--- src/hw/pim_params.svh ---
`ifndef PIM_PARAMS_SVH
`define PIM_PARAMS_SVH

// Register indices; the byte address on APB is four times the index.
`define PIM_IDX_BSTAT 6'h01
`define PIM_IDX_LPABL 6'h05
`define PIM_IDX_EXPN 6'h06
`define PIM_IDX_MODE 6'h11
`define PIM_IDX_FLAGS 6'h1d
`define PIM_IDX_MASK 6'h1e

// Source positions, shared by the flag and the mask register.
`define PIM_SRC_ENERGY 7
`define PIM_SRC_NEGDONE 6
`define PIM_SRC_RFAULT 5
`define PIM_SRC_LINKDN 4
`define PIM_SRC_PACK 3
`define PIM_SRC_PDF 2
`define PIM_SRC_PAGE 1

// Field positions inside the mirrored status registers.
`define PIM_BS_NEGDONE 5
`define PIM_BS_RFAULT 4
`define PIM_BS_LINK 2
`define PIM_LP_ACK 14
`define PIM_EX_PDF 4
`define PIM_EX_PAGE 1

// Field positions inside the mode control register.
`define PIM_MD_EDPD 13
`define PIM_MD_ALT 6
`define PIM_MD_ENERGY 1

// Writable, reset and release patterns of the flag and mask registers, and the reset levels of the edge detector.
`define PIM_SRC_BITS 8'hfe
`define PIM_FLAG_RST 8'h80
`define PIM_MASK_RST 8'h00
`define PIM_ACT_RST 8'h90
`define PIM_BSTAT_CLR 8'h30
`define PIM_EXPN_CLR 8'h06

// Timing figures in their own units.
`define PIM_CLK_PERIOD_NS 5
`define PIM_MS_NS 1000000
`define PIM_ACQ_MS 4
`define PIM_UNPLUG_DELAY_MS 1000
`define PIM_UNPLUG_PULSE_MS 256

`endif

--- src/hw/pim_pkg.sv ---
package pim_pkg;

  // Status levels reported by the transceiver core, all asynchronous here.
  typedef struct packed {
    logic neg_done;
    logic remote_fault;
    logic link_up;
    logic partner_ack;
    logic pd_fault;
    logic page_rx;
    logic renegotiate;
  } pim_phy_stat_t;

  // Software mode settings.
  typedef struct packed {
    logic edpd_en;
    logic alt_mode;
  } pim_mode_t;

  // States of the cable unplug pulse sequencer.
  typedef enum logic [2:0] {
    PIM_UP_IDLE = 3'b001,
    PIM_UP_WAIT = 3'b010,
    PIM_UP_PULSE = 3'b100
  } pim_unplug_t;

endpackage

--- src/hw/pim_sync.sv ---
`timescale 1ns/10ps
// Two flip-flop synchroniser for levels from outside the clock domain.
module pim_sync #(
  parameter int WIDTH = 1
) (
  // Clock and reset.
  input wire logic clk_sys,
  input wire logic rst,
  // Asynchronous level in, synchronised level out.
  input wire logic [WIDTH-1:0] d,
  output logic [WIDTH-1:0] q
);

  // First stage; only the second stage reads it.
  logic [WIDTH-1:0] meta;

  // Both stages clear under reset; the owner defines sane values after it.
  always_ff @(posedge clk_sys or posedge rst) begin
    if (rst) begin
      meta <= '0;
      q <= '0;
    end else begin
      meta <= d;
      q <= meta;
    end
  end

endmodule

--- src/hw/pim_edpd.sv ---
`timescale 1ns/10ps
`include "pim_params.svh"
// Energy presence filter and the delayed unplug pulse.
module pim_edpd #(
  parameter int CYC_PER_MS = `PIM_MS_NS / `PIM_CLK_PERIOD_NS,
  parameter int ACQ_MS = `PIM_ACQ_MS,
  parameter int DELAY_MS = `PIM_UNPLUG_DELAY_MS,
  parameter int PULSE_MS = `PIM_UNPLUG_PULSE_MS
) (
  // Clock and reset.
  input wire logic clk_sys,
  input wire logic rst,
  // Synchronised squelch energy and the arm request from the flag logic.
  input wire logic line_energy,
  input wire logic unplug_arm,
  // Filtered energy status and the unplug pulse.
  output logic energy_present,
  output logic unplug_pulse
);

  logic [31:0] tick_cnt; // Cycles within the current millisecond.
  logic ms_tick; // One cycle per millisecond.
  logic acq_done; // Signal acquisition window has ended.
  logic [15:0] acq_cnt; // Milliseconds spent in acquisition.
  logic [15:0] up_cnt; // Milliseconds in the unplug wait or pulse.
  pim_pkg::pim_unplug_t up_state; // Unplug sequencer state.

  // Free running millisecond prescaler.
  always_ff @(posedge clk_sys or posedge rst) begin
    if (rst) begin
      tick_cnt <= 32'h0;
      ms_tick <= 1'b0;
    end else if (tick_cnt == 32'(CYC_PER_MS - 1)) begin
      tick_cnt <= 32'h0;
      ms_tick <= 1'b1;
    end else begin
      tick_cnt <= tick_cnt + 32'h1;
      ms_tick <= 1'b0;
    end
  end

  // Energy reads as present from reset until acquisition ends, then follows the line.
  always_ff @(posedge clk_sys or posedge rst) begin
    if (rst) begin
      acq_cnt <= 16'h0;
      acq_done <= 1'b0;
      energy_present <= 1'b1;
    end else begin
      if (ms_tick && !acq_done) begin
        acq_cnt <= acq_cnt + 16'h1;
        acq_done <= (acq_cnt == 16'(ACQ_MS - 1));
      end
      energy_present <= line_energy | ~acq_done;
    end
  end

  // Waits about a second after energy is lost, then pulses; returning energy aborts the wait.
  always_ff @(posedge clk_sys or posedge rst) begin
    if (rst) begin
      up_state <= pim_pkg::PIM_UP_IDLE;
      up_cnt <= 16'h0;
      unplug_pulse <= 1'b0;
    end else begin
      unique case (up_state)
        pim_pkg::PIM_UP_IDLE: begin
          up_cnt <= 16'h0;
          if (unplug_arm && !line_energy && energy_present) begin
            up_state <= pim_pkg::PIM_UP_WAIT;
          end
        end
        pim_pkg::PIM_UP_WAIT: begin
          if (line_energy) begin
            up_state <= pim_pkg::PIM_UP_IDLE;
          end else if (ms_tick) begin
            if (up_cnt == 16'(DELAY_MS - 1)) begin
              up_cnt <= 16'h0;
              unplug_pulse <= 1'b1;
              up_state <= pim_pkg::PIM_UP_PULSE;
            end else begin
              up_cnt <= up_cnt + 16'h1;
            end
          end
        end
        pim_pkg::PIM_UP_PULSE: begin
          if (ms_tick) begin
            if (up_cnt == 16'(PULSE_MS - 1)) begin
              unplug_pulse <= 1'b0;
              up_state <= pim_pkg::PIM_UP_IDLE;
            end else begin
              up_cnt <= up_cnt + 16'h1;
            end
          end
        end
        default: begin
          unplug_pulse <= 1'b0;
          up_state <= pim_pkg::PIM_UP_IDLE;
        end
      endcase
    end
  end

endmodule

--- src/hw/pim_top.sv ---
// The register offsets and the APB slave port were decided locally.
`timescale 1ns/10ps
`include "pim_params.svh"
// How it works
// - Primary mode unless alternate bit set; reset forces primary.
// - Pin asserts only for unmasked sources with events.
// - Energy source: rise sets; fall or flag read clears.
// - Negotiation done: rise sets; fall or flag read clears.
// - Remote fault: rise sets; fall, status or flag read clears.
// - Link down: fall sets; status or flag read clears.
// - Partner acknowledge: rise sets; fall or flag read clears.
// - Detection fault: fall, expansion or flag read, renegotiation, link loss clear.
// - Page received: same releases as detection fault.
// - Energy released while present pulses after unplug.
// - Energy status and flag start at one.
// - Writing alternate bit selects alternate mode; reset loses it.
// - Alternate mode: clearing mask releases the pin at once.
// - Alternate mode: writing one rechecks the source.
// - Alternate flag clears only with source inactive.
// - Power-down enable without energy stops the transceiver.
// - Returning energy powers up and raises the energy source.
// - Interrupt pin low while asserted.
// - Mask bits seven to one, reset zero, others zero.
module pim_top #(
  parameter int CYC_PER_MS = `PIM_MS_NS / `PIM_CLK_PERIOD_NS,
  parameter int ACQ_MS = `PIM_ACQ_MS,
  parameter int DELAY_MS = `PIM_UNPLUG_DELAY_MS,
  parameter int PULSE_MS = `PIM_UNPLUG_PULSE_MS
) (
  // Clock and reset.
  input wire logic clk_sys,
  input wire logic rst,
  // APB slave.
  input wire logic psel,
  input wire logic penable,
  input wire logic pwrite,
  input wire logic [7:0] paddr,
  input wire logic [31:0] pwdata,
  output logic [31:0] prdata,
  output logic pready,
  output logic pslverr,
  // Asynchronous status from the transceiver core.
  input wire pim_pkg::pim_phy_stat_t phy_stat,
  input wire logic line_energy,
  // Interrupt pin and power control.
  output logic irq_n_out,
  output logic phy_power_down,
  output logic tx_inhibit
);

  // Synchronised copies of the core status and line energy.
  pim_pkg::pim_phy_stat_t stat_q;
  logic line_q;

  // Software state.
  pim_pkg::pim_mode_t mode; // Mode control bits.
  logic [7:0] mask; // Source enables, bit 0 unused.
  logic [7:0] flags; // Latched source flags, bit 0 unused.

  // Source tracking.
  logic energy_present; // Filtered energy status.
  logic unplug_pulse; // Delayed pulse after a cable unplug.
  logic unplug_arm; // Energy interrupt was released while energy was present.
  logic [7:0] active; // Present level of each source, high when active.
  logic [7:0] active_d; // Active levels one cycle ago.
  logic [7:0] rise; // Assertion events.
  logic [7:0] fall; // Return to inactive.
  logic reneg_d; // Renegotiation level one cycle ago.
  logic reneg_rise; // Start of a renegotiation.

  // Bus decode.
  logic acc; // Access completes at this edge.
  logic rd; // Completing read.
  logic wr; // Completing write.
  logic [5:0] idx; // Register index from the byte address.
  logic [7:0] rd_clr; // Flags released by reads and link events.
  logic [7:0] w1_clr; // Flags released by alternate write-one.
  logic [7:0] next_flags; // Next value of the flags.

  // Returns whether an index names a mapped register.
  function automatic logic is_mapped(input logic [5:0] i);
    is_mapped = (i == `PIM_IDX_BSTAT) || (i == `PIM_IDX_LPABL) ||
                (i == `PIM_IDX_EXPN) || (i == `PIM_IDX_MODE) ||
                (i == `PIM_IDX_FLAGS) || (i == `PIM_IDX_MASK);
  endfunction

  // Builds a 32-bit word with a single bit at a position.
  function automatic logic [31:0] bit_at(input logic v, input int pos);
    bit_at = 32'(v) << pos;
  endfunction

  // Core status and energy cross into the clock domain as levels.
  pim_sync #(
    .WIDTH(8)
  ) u_sync (
    .clk_sys(clk_sys),
    .rst(rst),
    .d({phy_stat, line_energy}),
    .q({stat_q, line_q})
  );

  // Energy filter and unplug sequencer.
  pim_edpd #(
    .CYC_PER_MS(CYC_PER_MS),
    .ACQ_MS(ACQ_MS),
    .DELAY_MS(DELAY_MS),
    .PULSE_MS(PULSE_MS)
  ) u_edpd (
    .clk_sys(clk_sys),
    .rst(rst),
    .line_energy(line_q),
    .unplug_arm(unplug_arm),
    .energy_present(energy_present),
    .unplug_pulse(unplug_pulse)
  );

  // Active levels; the link source is active while the link is down.
  always_comb begin
    active = 8'h00;
    active[`PIM_SRC_ENERGY] = energy_present;
    active[`PIM_SRC_NEGDONE] = stat_q.neg_done;
    active[`PIM_SRC_RFAULT] = stat_q.remote_fault;
    active[`PIM_SRC_LINKDN] = ~stat_q.link_up;
    active[`PIM_SRC_PACK] = stat_q.partner_ack;
    active[`PIM_SRC_PDF] = stat_q.pd_fault;
    active[`PIM_SRC_PAGE] = stat_q.page_rx;
  end

  // Previous levels for edge detection; reset matches the reset state of the sources.
  always_ff @(posedge clk_sys or posedge rst) begin
    if (rst) begin
      active_d <= `PIM_ACT_RST;
      reneg_d <= 1'b0;
    end else begin
      active_d <= active;
      reneg_d <= stat_q.renegotiate;
    end
  end

  // Events are the same in both modes; the link down event is a falling link.
  assign rise = active & ~active_d & `PIM_SRC_BITS;
  assign fall = ~active & active_d & `PIM_SRC_BITS;
  assign reneg_rise = stat_q.renegotiate & ~reneg_d;

  // An access completes at the edge where the registered ready is high.
  assign acc = psel & penable & pready;
  assign rd = acc & ~pwrite;
  assign wr = acc & pwrite;
  assign idx = paddr[7:2];

  // Releases caused by register reads, renegotiation and link loss.
  always_comb begin
    rd_clr = 8'h00;
    if (rd && idx == `PIM_IDX_FLAGS) begin
      rd_clr = `PIM_SRC_BITS;
    end
    if (rd && idx == `PIM_IDX_BSTAT) begin
      rd_clr = rd_clr | `PIM_BSTAT_CLR;
    end
    if ((rd && idx == `PIM_IDX_EXPN) || reneg_rise || rise[`PIM_SRC_LINKDN]) begin
      rd_clr = rd_clr | `PIM_EXPN_CLR;
    end
  end

  // Alternate mode: a one written to a flag clears it only if the source is inactive.
  assign w1_clr = (wr && idx == `PIM_IDX_FLAGS) ? (pwdata[7:0] & ~active) : 8'h00;

  // Flag update; a new event in the clearing cycle wins over the clear.
  always_comb begin
    if (mode.alt_mode) begin
      next_flags = (flags & ~w1_clr) | rise;
    end else begin
      // The link down flag is not released by the link coming back.
      next_flags = (flags & ~(rd_clr | (fall & ~`PIM_BSTAT_CLR & ~8'h10) |
                   (fall & 8'h20))) | rise;
    end
    next_flags = next_flags & `PIM_SRC_BITS;
  end

  // The energy flag starts set, matching the energy status default.
  always_ff @(posedge clk_sys or posedge rst) begin
    if (rst) begin
      flags <= `PIM_FLAG_RST;
    end else begin
      flags <= next_flags;
    end
  end

  // Mode bits; reset always returns to primary mode with power-down disabled.
  always_ff @(posedge clk_sys or posedge rst) begin
    if (rst) begin
      mode <= '0;
    end else if (wr && idx == `PIM_IDX_MODE) begin
      mode.alt_mode <= pwdata[`PIM_MD_ALT];
      mode.edpd_en <= pwdata[`PIM_MD_EDPD];
    end
  end

  // Mask register; only bits seven to one are kept.
  always_ff @(posedge clk_sys or posedge rst) begin
    if (rst) begin
      mask <= `PIM_MASK_RST;
    end else if (wr && idx == `PIM_IDX_MASK) begin
      mask <= pwdata[7:0] & `PIM_SRC_BITS;
    end
  end

  // Arms the unplug pulse when the energy flag is released by a read while
  // energy is still present and the source is enabled. Software avoids the
  // late pulse by clearing that mask bit in its service routine.
  always_ff @(posedge clk_sys or posedge rst) begin
    if (rst) begin
      unplug_arm <= 1'b0;
    end else if (!mask[`PIM_SRC_ENERGY] || !energy_present) begin
      unplug_arm <= 1'b0;
    end else if (!mode.alt_mode && rd_clr[`PIM_SRC_ENERGY] && flags[`PIM_SRC_ENERGY] &&
                 !rise[`PIM_SRC_ENERGY]) begin
      unplug_arm <= 1'b1;
    end
  end

  // Interrupt pin, low while any enabled flag is set or the unplug pulse runs with the energy source enabled.
  // The mask gates directly, so clearing a mask bit releases the pin at once.
  // Registered so the pin is glitch free; it still changes without any bus edge.
  always_ff @(posedge clk_sys or posedge rst) begin
    if (rst) begin
      irq_n_out <= 1'b1;
    end else begin
      irq_n_out <= ~(|(next_flags & mask) |
                   (unplug_pulse & mask[`PIM_SRC_ENERGY]));
    end
  end

  // Energy detect power-down: everything but management stops while no energy.
  always_ff @(posedge clk_sys or posedge rst) begin
    if (rst) begin
      phy_power_down <= 1'b0;
      tx_inhibit <= 1'b0;
    end else begin
      phy_power_down <= mode.edpd_en & ~energy_present;
      tx_inhibit <= mode.edpd_en & ~energy_present;
    end
  end

  // APB ready is registered, so every transfer has exactly one wait state.
  // Read data and the error flag are captured alongside it.
  always_ff @(posedge clk_sys or posedge rst) begin
    if (rst) begin
      pready <= 1'b0;
      pslverr <= 1'b0;
      prdata <= 32'h0;
    end else if (psel && penable && !pready) begin
      pready <= 1'b1;
      pslverr <= ~is_mapped(idx);
      unique case (idx)
        `PIM_IDX_BSTAT: begin
          prdata <= bit_at(stat_q.neg_done, `PIM_BS_NEGDONE) |
                    bit_at(stat_q.remote_fault, `PIM_BS_RFAULT) |
                    bit_at(stat_q.link_up, `PIM_BS_LINK);
        end
        `PIM_IDX_LPABL: begin
          prdata <= bit_at(stat_q.partner_ack, `PIM_LP_ACK);
        end
        `PIM_IDX_EXPN: begin
          prdata <= bit_at(stat_q.pd_fault, `PIM_EX_PDF) |
                    bit_at(stat_q.page_rx, `PIM_EX_PAGE);
        end
        `PIM_IDX_MODE: begin
          prdata <= bit_at(mode.edpd_en, `PIM_MD_EDPD) |
                    bit_at(mode.alt_mode, `PIM_MD_ALT) |
                    bit_at(energy_present, `PIM_MD_ENERGY);
        end
        `PIM_IDX_FLAGS: begin
          prdata <= {24'h0, flags}; // Reserved bits read as zero.
        end
        `PIM_IDX_MASK: begin
          prdata <= {24'h0, mask};
        end
        default: begin
          prdata <= 32'h0;
        end
      endcase
    end else begin
      pready <= 1'b0;
      pslverr <= 1'b0;
      prdata <= 32'h0;
    end
  end

endmodule

--- config.mk ---
export PLATFORM = sky130hd
export DESIGN_NAME = pim_top
export DESIGN_NICKNAME = d
export VERILOG_FILES = /design/src/hw/pim_pkg.sv /design/src/hw/pim_sync.sv /design/src/hw/pim_edpd.sv /design/src/hw/pim_top.sv
export VERILOG_INCLUDE_DIRS = /design/src /design/src/hw
export SDC_FILE = /design/constraint.sdc
export NUM_CORES = 1
export LEC_CHECK = 0
export BUFFER_PORTS_ARGS = -buffer_cell sky130_fd_sc_hd__buf_4
export CAP_MARGIN = 40
export CORE_UTILIZATION = 30
export DETAILED_ROUTE_END_ITERATION = 8
export GPL_ROUTABILITY_DRIVEN = 0
export PLACE_DENSITY = 0.58
export SLEW_MARGIN = 20
export SYNTH_ARGS = -nofsm -noshare
export SYNTH_HDL_FRONTEND = slang
export SYNTH_SLANG_ARGS = --single-unit
--- constraint.sdc ---
create_clock -name clk_sys -period 5.9 [get_ports clk_sys]
set_input_delay 1.77 -clock clk_sys [delete_from_list [all_inputs] [get_ports clk_sys]]
set_output_delay 1.77 -clock clk_sys [all_outputs]
set_load 0.05 [all_outputs]
# --- Yosys cells after proc, flatten, opt, wreduce, memory -nomap -nowiden ---
# Cells that the tools add are included.
totals:
  regBits: 148
  elab_cells: 150
  out_inout_bits: 37
op_classes:
  mux: 32
  eq_ne: 22
  reduce_logical: 35
  add_sub_neg: 3
  bitwise_logic: 36
op_table:
  columns: ["cell", "count"]
  rows:
  - ["32-bit one-hot mux with 6 select lines", 1]
  - ["16-bit 2-to-1 mux", 5]
  - ["32-bit 2-to-1 mux", 2]
  - ["8-bit AND", 6]
  - ["16-bit one-hot mux with 3 select lines", 1]
  - ["16-bit by 1-bit adder with 16-bit output, second input constant", 2]
  - ["32-bit by 1-bit adder with 32-bit output, second input constant", 1]
  - ["32-bit by 18-bit equality test with 1-bit output, second input constant", 1]
  - ["8-bit inverter", 4]
  - ["8-bit 2-to-1 mux", 3]
  - ["8-bit OR", 3]
  - ["3-bit 2-to-1 mux", 7]
  - ["6-bit by 5-bit equality test with 1-bit output, second input constant", 3]
  - ["16-bit by 10-bit equality test with 1-bit output, second input constant", 1]
  - ["16-bit by 2-bit equality test with 1-bit output, second input constant", 1]
  - ["16-bit by 8-bit equality test with 1-bit output, second input constant", 1]
  - ["1-bit logical AND", 14]
  - ["14-bit by 2-bit OR with 14-bit output", 1]
  - ["14-bit by 7-bit OR with 14-bit output", 1]
  - ["6-bit by 3-bit equality test with 1-bit output, second input constant", 2]
  - ["1-bit 2-to-1 mux", 10]
  - ["2-bit by 1-bit inequality test with 1-bit output, second input constant", 5]
  - ["5-bit AND reduction", 2]
  - ["3-bit one-hot mux with 3 select lines", 1]
  - ["other kinds (21)", 50]

# --- Depth between registers and ports, before layout ---
# Gate-level depths: netlist (run 1).
logic_depth:
  depth_word: 17
  mapped_depth: 8

# --- Hierarchy ---
# Synthesis (run 1) repeated with hierarchy kept, for this count alone.
hier_totals:
  hier_cells: 555
  area_unflattened_um2: 5962.0
by_module_without_submodules:
  columns: ["mod", "n_inst", "area_each_um2", "seq_area_each_um2", "cells_per_inst"]
  rows:
  - ["pim_edpd", 1, 3520.9, 1779.2, 336]
  - ["pim_top", 1, 2037.0, 955.9, 202]
  - ["pim_sync", 1, 404.1, 400.4, 17]

# --- Least setup slack after synthesis (run 1) ---
# OpenSTA, ideal clock, no wires.
synth_path:
  kind: "in2reg"
  startpoint: "input port paddr[3]"
  endpoint: "register mode[0] (netlist name)"
  stages: 4
  arrival_ps: 3132
  slack_ps: 2643
  required_time_ps: 5775
  n_path_buf: 0
  setup_time_ps: 125
  cell_sequence: "nor4b_1 -> and3b_1 -> and3_1 -> mux2_2"
synth_between:
  elab_chain_cells: 2
synth_lines:
  columns: ["element", "line_no", "rtl"]
  rows:
  - ["start: declaration", "pim_top.sv:37", "input wire logic [7:0] paddr,"]
  - ["6-bit by 5-bit equality test with 1-bit output", null, null]
  - ["1-bit logical AND (no line)", null, null]
  - ["end: declaration", "pim_top.sv:56", "pim_pkg::pim_mode_t mode;"]
# No other way between the ends.
# A chain may end at the register's enable or synchronous reset.

# --- Final worst setup path (run 1) ---
layout_path:
  startpoint: "input port paddr[3]"
  endpoint: "register irq_n_out"
layout_between:
  elab_chain_cells: 15
  elab_cells_between_ends: 26
  cone_classes: "eq/ne (3); mux (5); bitwise (11); reduce/logical (7)"
layout_lines:
  columns: ["element", "line_no", "rtl"]
  rows:
  - ["6-bit by 5-bit equality test with 1-bit output or 6-bit by 3-bit equality test with 1-bit output (tied branches)", null, null]
  - ["1-bit logical AND (no line)", null, null]
  - ["8-bit 2-to-1 mux or 1-bit logical OR (tied branches)", "pim_top.sv:154, pim_top.sv:160", null]
  - ["6-bit 2-to-1 mux or 1-bit logical OR (tied branches)", "pim_top.sv:157, pim_top.sv:160", null]
  - ["3-bit 2-to-1 mux", "pim_top.sv:160", "if ((rd && idx == `PIM_IDX_EXPN) || reneg_rise || rise[`PIM_SRC_LINKDN]) begin"]
  - ["8-bit OR", "pim_top.sv:174", "next_flags = (flags & ~(rd_clr | (fall & ~`PIM_BSTAT_CLR & ~8'h10) |"]
  - ["8-bit by 6-bit OR with 8-bit output", "pim_top.sv:174", null]
  - ["8-bit inverter", "pim_top.sv:174", null]
  - ["8-bit AND", "pim_top.sv:174", null]
  - ["8-bit OR", "pim_top.sv:174", null]
  - ["8-bit 2-to-1 mux *", "pim_top.sv:170", "if (mode.alt_mode) begin"]
  - ["8-bit AND *", "pim_top.sv:229", "irq_n_out <= ~(|(next_flags & mask) |"]
  - ["8-bit OR reduction *", "pim_top.sv:229", null]
  - ["1-bit OR *", "pim_top.sv:229", null]
  - ["1-bit inverter *", "pim_top.sv:229", null]
  - ["end signal: assignment", "pim_top.sv:229", null]
  - ["end: declaration", "pim_top.sv:46", "output logic irq_n_out,"]
# Every way passes the cells marked *; elsewhere a longest branch is shown, timed or not.

==> results by stage, run 1 <==
Floorplan:
- The placeable core area is 19500 um2.
- The total I/O pin count is 90.
- The initial utilization of the core area, before any placement, comes to 0.306.
- The die covers 20400 um2.
- From bottom edge to top edge, the die measures 143 um.
- In this run the core area contains 51 standard-cell rows.
- The floorplan step set the die width to 143 um.

Synthesis:
- The cell area after technology mapping is 5960 um2.
- The top-area cell type share of the netlist area is 0.500.
- The instance count of the mapped netlist is 566.
- In this run the mean area of a mapped cell was 10.5 um2.
- In this run, distinct cell masters in the synthesized netlist total 65.
- After synthesis, the cell types taking the most area are dfrtp_1, xnor2_1, buf_4.
- The count of flip-flops with a built-in enable after synthesis is 0.
- The count of yosys warnings during synthesis is 0.
- In the synthesized netlist the async set-or-reset flop fraction comes to 1.00.
- The share of the yosys chip area belonging to registers is 0.526.
- Among all flip-flop cells after synthesis, the most frequent one is dfrtp_1.
- The flip-flop and latch count after synthesis is 125.
- The largest total area in the synthesized netlist belongs to dfrtp_1.
- Ranked by instance count, the synthesized netlist is headed by dfrtp_1, nand2_1, nor2_1, xnor2_1, nand3_1.
- The most common cell in the netlist is dfrtp_1.

Global routing:
- The pin count of the biggest net entering global routing is 50.
- The first-pass GRT wire length is 20800 um.
- The number of antenna violations at the first check in global routing came to 0.
- The number of global-route vias before repair came to 4250.
- The residual overflow from global routing is 0.
- In the global route stage, overall resource usage came out at 0.130.

Drt:
- After detailed routing, the number of vias per cell comes to 4.91.
- The detail route stage leaves a number of antenna-violating nets equal to 0.
- The average detailed-routed wire length per instance is 13.9 um.
- The post-detailed-route DRC marker count is 0.
- The violation count after the first detailed-route iteration is 346.
- The number of detailed-routing iterations run before antenna repair is 5.
- The total wire length is 12400 um.
- The vias after detailed routing is 4383.

Timing:
- Setup violations remaining at the end of the flow were counted as 0.
- Setup repair after global routing left no endpoint under its margin.
- At the pin with the least slew margin, the transition time is 0.896 ns.
- The clock period minus worst slack is 3.48 ns.
- The final number of max-transition violations is 0.
- The period utilization is 0.590.
- The number of hold violations in the final report came to 0.
- The highest clock rate is 0.287 GHz.
- Summed over all failing endpoints, the final setup total negative slack is 0 ns.
- The worst pin sits at a relative slew slack of 0.394.
- The clock tree skew after final layout is 0.00748 ns.

Setup path:
- The signal arrival time at the worst endpoint is 3.77 ns.
- The category of the most critical setup path is primary input to flip-flop.
- Setup slack on the worst reg-to-reg path comes out at 3.44 ns.
- The maximum fanout along the worst path is 6.
- The slowest stage of the critical path is the nor4b_1 cell.
- The critical path goes through buf_4 > nor4b_1 > nand3_1 > a211oi_1 > o211ai_1 > nor4_1.
- Data on the critical path is required at its endpoint by 6.19 ns.
- The launching element type of the critical path is a primary input.
- The kind of end point of the critical path is a flip-flop.
- The largest single stage delay on the critical path is 0.79 ns.

Cells and area:
- At the end of the flow, the number of nets in the layout was 671.
- The final non-filler cell total is 893.
- Relative to the synthesized area, the layout overhead comes to 18.4%.
- The antenna diode instance count is 0.
- Measured on the finished design, the core utilization comes to 0.362.
- The share of cells above drive strength 1 is 0.156.
- The layout has 1916 filler cells.

CTS:
- Counting every sink on the clock net gives 125.
- Clock-pin slew was measured on the worst setup and hold paths at 0.05 ns.
- The H-tree depth reported by CTS is 4.
- The number of buffers inserted to repair setup after CTS is 0.
- The number of CTS-inserted buffers is 17.
- The root cell of the clock tree is clkbuf_16.
- The maximum root-to-sink buffer count is 2.
- The count of hold buffers inserted by post-cts repair is 0.
- TritonCTS built the clock tree.
- The count of instances resized after the clock tree is built is 0.
- The clock insertion delay at the later pin of the skew report is 0.41 ns.

Placed design:
- During placement, the flow inserted port buffers numbering 40.
- The wire-length estimate of the detail-placed layout is 8710 um.
- The number of placed instances, taps included is 861.

Pwr:
- Summing internal, switching and leakage power gives 2.01 mW.
- The worst-case vdd ir drop is 204 uV.
- The analysis attributes to cell leakage a power of 3.03 nW.
- The power density relative to cell area is 285 nW/um2.

Status:
- The run finished with clean final reports.

Flow run:
- Across the run, the number of max-cap violations was 0.

Worst hold path:
- The min-delay analysis places its worst path in the category flip-flop to flip-flop.
## power breakdown
group | switching, mW | leakage [nW] | internal [mW] | total, mW
logic | 0.0762 | 1.11 | 0.0267 | 0.103
registers | 0.0102 | 1.63 | 0.874 | 0.884
clock network | 0.350 | 0.286 | 0.671 | 1.02
total | 0.436 | 3.03 | 1.57 | 2.01
## cell type report
class / count / area, um2 / share of cell area
Sequential cell: 125 / 3140 / 0.445
Timing Repair Buffer: 46 / 343 / 0.0486
Tap cell: 265 / 332 / 0.0470
Multi-Input combinational cell: 408 / 2600 / 0.369
Inverter: 17 / 66.3 / 0.00940
Clock buffer: 24 / 462 / 0.0655
Clock inverter: 8 / 115 / 0.0163
## critical path: cells and delay by family
kind                   cells  cell delay [ns]
AO/OA/AOI/OAI              2             0.57
buffers and inverters      1             0.13
AND/OR/NAND/NOR            3             1.30
## cells by family after synthesis
family,after synthesis,share of synthesized area
flops,125,0.526
compound gates,93,0.111
mux,8,0.0151
simple gates,237,0.225
buf+inv,55,0.0511
other cells,1,0.000630
fa+ha+maj,3,0.00630
xor+xnor,44,0.0647
## worst paths after layout
path,to,start,cells past startpoint
setup / recovery,irq_n_out,paddr[3],6
hold / removal,u_sync.q[2],u_sync.meta[2],0
setup reg to reg,irq_n_out,mode[0],5
hold reg to reg,u_sync.q[2],u_sync.meta[2],0
max in group asynchronous,u_sync.meta[2],rst,3
min in group asynchronous,u_edpd.acq_cnt[14],rst,2
## routing by layer
metal | GRT usage | part of all wire
met1 | 0.176 | 0.48
met5 | 0 | 0
met2 | 0.197 | 0.46
met4 | 0.0458 | 0.011
met3 | 0.0355 | 0.049
## stage by stage
| step | setup slack (ns) | hold WS (ns) | instance area, um2 |
|---|---|---|---|
| 6_report | 2.42 | 0.347 | 7050 |
| 5_1_grt | 2.22 | 0.352 | 7050 |
| 4_1_cts | 2.43 | 0.350 | 7050 |
| 3_5_place_dp | 2.02 | 0.336 | 6470 |
| 3_3_place_gp | 2.08 | 0.333 | 6470 |
| 2_1_floorplan | 0.812 | 0.331 | 6040 |
## placed cells by master (no fill, tap or decap), types with 16 or more instances in the layout
cell type / instances
dfrtp_1: 119
nand2_1: 42
clkbuf_16: 17
conb_1: 23
xnor2_1: 30
nand4_1: 21
a21oi_1: 20
nor2_1: 41
buf_4: 45
nand3_1: 27
inv_1: 16
## sequential cells by signal (all words and copies together) (netlist names), 8 cells and up
name,count
u_sync.q,8
u_edpd.acq_cnt,16
u_edpd.up_cnt,16
prdata,9
u_edpd.tick_cnt,32
u_sync.meta,8
Power figures use the tool's default switching activity.
==> run 2, diff against run 1 <==
==> constraint.sdc (replaced) <==
create_clock -name clk_sys -period 3.3 [get_ports clk_sys]
set_input_delay 0.99 -clock clk_sys [delete_from_list [all_inputs] [get_ports clk_sys]]
set_output_delay 0.99 -clock clk_sys [all_outputs]
set_load 0.05 [all_outputs]
==> run 2 against run 1 <==
Compared with the run above:
- wire length is 1.0% higher
- power grew 82%
- die area is the same
- clock skew about the same
- non-clock buffer count grew 4
- count of clock-buffer cells in the layout down 6
- combinational power increased by 84%
- first-iteration DRC count decreased by 24%
- flip-flop and latch count did not move
- worst setup slack got worse by 1.7 ns
- critical path type unchanged
- critical endpoint unchanged
- largest power group unchanged
==> results by stage, run 2 (synthesized netlist as in run 1, its figures left out) <==
Cells and area:
- The end-of-flow core utilization is 0.367 (+0.00469).
- The net total in the final layout is 675 (+0.60%).
- The share of cells above drive strength 1 is 0.171 (+0.0148).
- The number of flip-flops under the largest register name is 32 (unchanged).
- The library cells used most frequently in the layout, excluding fill and tap cells, are dfrtp_1, buf_4, nand2_1.
- The antenna diode instance count is 0 (unchanged).
- Counting flops per register, the top entry is u_edpd.tick_cnt.
- The relative area change from synthesis to final layout is 19.9%.
- Leaving out fill and tap cells, the most frequent cell in the layout is dfrtp_1.
- In the final layout, the registers with the most flip-flops are u_edpd.tick_cnt (32), u_edpd.acq_cnt (16), u_edpd.up_cnt (16).
- The count of fill cells added during filler insertion is 1905 (-0.57%).
- The post-route standard cell area excluding fillers is 7140 um2 (+1.3%).
- The combined flip-flop and latch cell area is 3140 um2 (unchanged).
- The multi-input gate area in the final layout was 2600 um2 (unchanged).

Setup path:
- The buffering stage count on the worst path with inverters included is 1 (unchanged).
- The data required time of the worst path is 3.59 ns (-2.60 ns).
- The slack of the worst reg-to-reg path is 0.93 ns (-2.51 ns).
- The largest incremental delay on the critical path was 0.44 ns (-0.35 ns).
- The signal arrival time at the worst endpoint came to 2.87 ns (-0.90 ns).
- The launching element type of the critical path is a primary input.
- The path depth of the worst reg2reg path is 5 (unchanged).
- The category of the most critical setup path is primary input to flip-flop.
- In this run the critical register-to-register path is launched from u_edpd.up_cnt[10].
- The maximum fanout along the worst path is 7 (+1).
- The kind of end point of the critical path is a flip-flop.
- The capturing point of the worst reg2reg path is u_edpd.up_cnt[13].
- Walking the worst path, the cells encountered are buf_4 > and4b_1 > nand3_1 > or3b_1 > a221o_1 > nor4_1.
- On the critical path the largest part of the delay comes from simple AND/OR/NAND/NOR gates.
- The slowest cell on the critical path is or3b_1.

Floorplan:
- The overall die width was 143 um (unchanged).
- The overall die height was 143 um (unchanged).
- The initial core utilization was 0.306 (unchanged).
- The standard-cell row count was 51 (unchanged).
- The full die area was 20400 um2 (unchanged).
- The placeable core area is 19500 um2 (unchanged).
- The total I/O pin count was 90 (unchanged).

CTS:
- The clock insertion delay at the later pin of the skew report is 0.41 ns (about the same).
- The count of hold buffers inserted by post-cts repair is 0 (unchanged).
- The count of instances resized after the clock tree is built is 0 (unchanged).
- The maximum root-to-sink buffer count was 2 (unchanged).
- The clock transition at the registers of the reported paths is 0.06 ns (about the same).
- The number of buffers inserted to repair setup after CTS is 0 (unchanged).
- The clock tree from TritonCTS is yes.
- The H-tree depth reported by CTS is 4 (unchanged).
- The number of CTS-inserted buffers is 17 (unchanged).
- The total clock sinks is 125 (unchanged).
- The root cell of the clock tree is clkbuf_16.

Pwr:
- The leakage power figure is 3.04 nW (+0.51%).
- The power consumption was 3.65 mW (+82%).
- The power density relative to cell area is 510 nW/um2 (+79%).
- The worst-case vdd ir drop is 349 uV (+71%).

Drt:
- The number of detailed-routing iterations run before antenna repair was 4 (-1).
- The post-detailed-route DRC marker count is 0 (unchanged).
- The average detailed-routed wire length per instance is 13.9 um (+0.55%).
- The count of antenna-violating nets left after detailed routing is 0 (unchanged).
- The violation count after the first detailed-route iteration was 262 (-24%).
- The total wire length is 12500 um (+1.0%).
- The vias after detailed routing is 4480 (+2.2%).
- The post-detailed-route via-to-cell ratio is 4.99 (+1.8%).

Global routing:
- The met2 track demand over resource in global routing was 0.205 (+0.00796).
- The number of antenna violations at the first check in global routing is 0 (unchanged).
- The residual overflow from global routing is 0 (unchanged).
- The met1 capacity usage during global routing came to 0.176 (about the same).
- The global routing stage identified its most utilized layer as met2.
- The met3 track demand over resource in global routing is 0.0379 (+0.00235).
- The pin count of the biggest net entering global routing is 50 (unchanged).
- The first-pass GRT wire length came to 21300 um (+2.8%).
- The number of global-route vias before repair is 4364 (+2.7%).
- The total routing usage reported by global routing was 0.133 (+0.00302).

Status:
- The flow ran to the end, and the final reports show no timing, DRC or antenna violations.

Timing:
- The headroom to the max-slew limit was 0.468 (+0.0740).
- The total setup violations reported at the end of the flow is 0 (unchanged).
- The slew at the pin closest to its max-slew limit came to 0.791 ns (-0.105 ns).
- The minimum hold slack is 0.343 ns (-0.00363 ns).
- In the finished design, the share of the clock period the worst path needs comes to 0.781.
- The highest clock rate is 0.388 GHz.
- Setup repair after global routing left no endpoint under its margin.
- The final sum of negative setup slack is 0 ns (unchanged).
- The number of hold violations in the final report is 0 (unchanged).
- The routed design could run at a clock period as short as 2.58 ns.
- The clock tree skew after final layout came to 0.00727 ns (-0.000213 ns).
- The final number of max-transition violations is 0 (unchanged).

Placed design:
- The instance area at placement was 6530 um2 (+0.91%).
- The sum of net half-perimeters after detailed placement came to 9030 um (+3.8%).
- The number of buffers inserted by port buffering is 40 (unchanged).

Worst hold path:
- The startpoint of the tightest hold check path is u_sync.meta[6].
- The number of instances on the worst hold path came to 0 (unchanged).
- The worst hold path belongs to the class flip-flop to flip-flop.
- The worst hold path terminates at u_sync.q[6].

Flow run:
- The number of max-capacitance violations reported came to 0 (unchanged).
[run 2: cell types whose count changed in the layout (fill, tap and decap cells not counted), sizes merged]
| cell | previous run | this run |
|---|---|---|
| buf | 46 | 50 |
| clkbuf | 24 | 18 |
| clkinv | 5 | 4 |
| clkinvlp | 0 | 8 |
| inv | 17 | 16 |
[run 2: how the worst max path moves through the flow]
stage	from	to	slack [ns]	depth (start not counted)
after floorplan	rst	active_d[1]	0.78	1
after global placement	paddr[7]	irq_n_out	0.36	6
after detailed placement	paddr[7]	irq_n_out	0.35	6
after CTS	paddr[7]	irq_n_out	0.76	6
after global routing	paddr[7]	irq_n_out	0.67	6
final	paddr[7]	irq_n_out	0.72	6
[run 2: worst register-to-register path: cells and delay by family (launching register included)]
kind,cells,cell delay (ns)
compound gates,3,0.74
flops,1,0.45
simple gates,2,1.03
[run 2: routing by layer]
metal  vias up  part of all wire
met5         -                 0
met4         0             0.013
met3        15             0.049
met2       116              0.46
met1      2209              0.48
li1       2140                 -
[run 2: power by group]
group	total (mW)	internal, mW	switching (mW)
Combinational	0.190	0.0531	0.137
Sequential	1.58	1.56	0.0180
Clock	1.88	1.20	0.674
[run 2: cell type report]
type	instances	area share
flip-flops and latches	125	0.439
multi-input cells	408	0.364
clock buffers	18	0.0615
repair buffers	50	0.0561
well taps	265	0.0464
clock inverters	14	0.0238
inverters	17	0.00946
[run 2: per-stage QoR]
stage	worst slack, ns	cells
3_3_place_gp	0.365	865
5_1_grt	0.669	897
3_5_place_dp	0.353	865
6_report	0.724	897
4_1_cts	0.758	897
2_1_floorplan	0.776	588
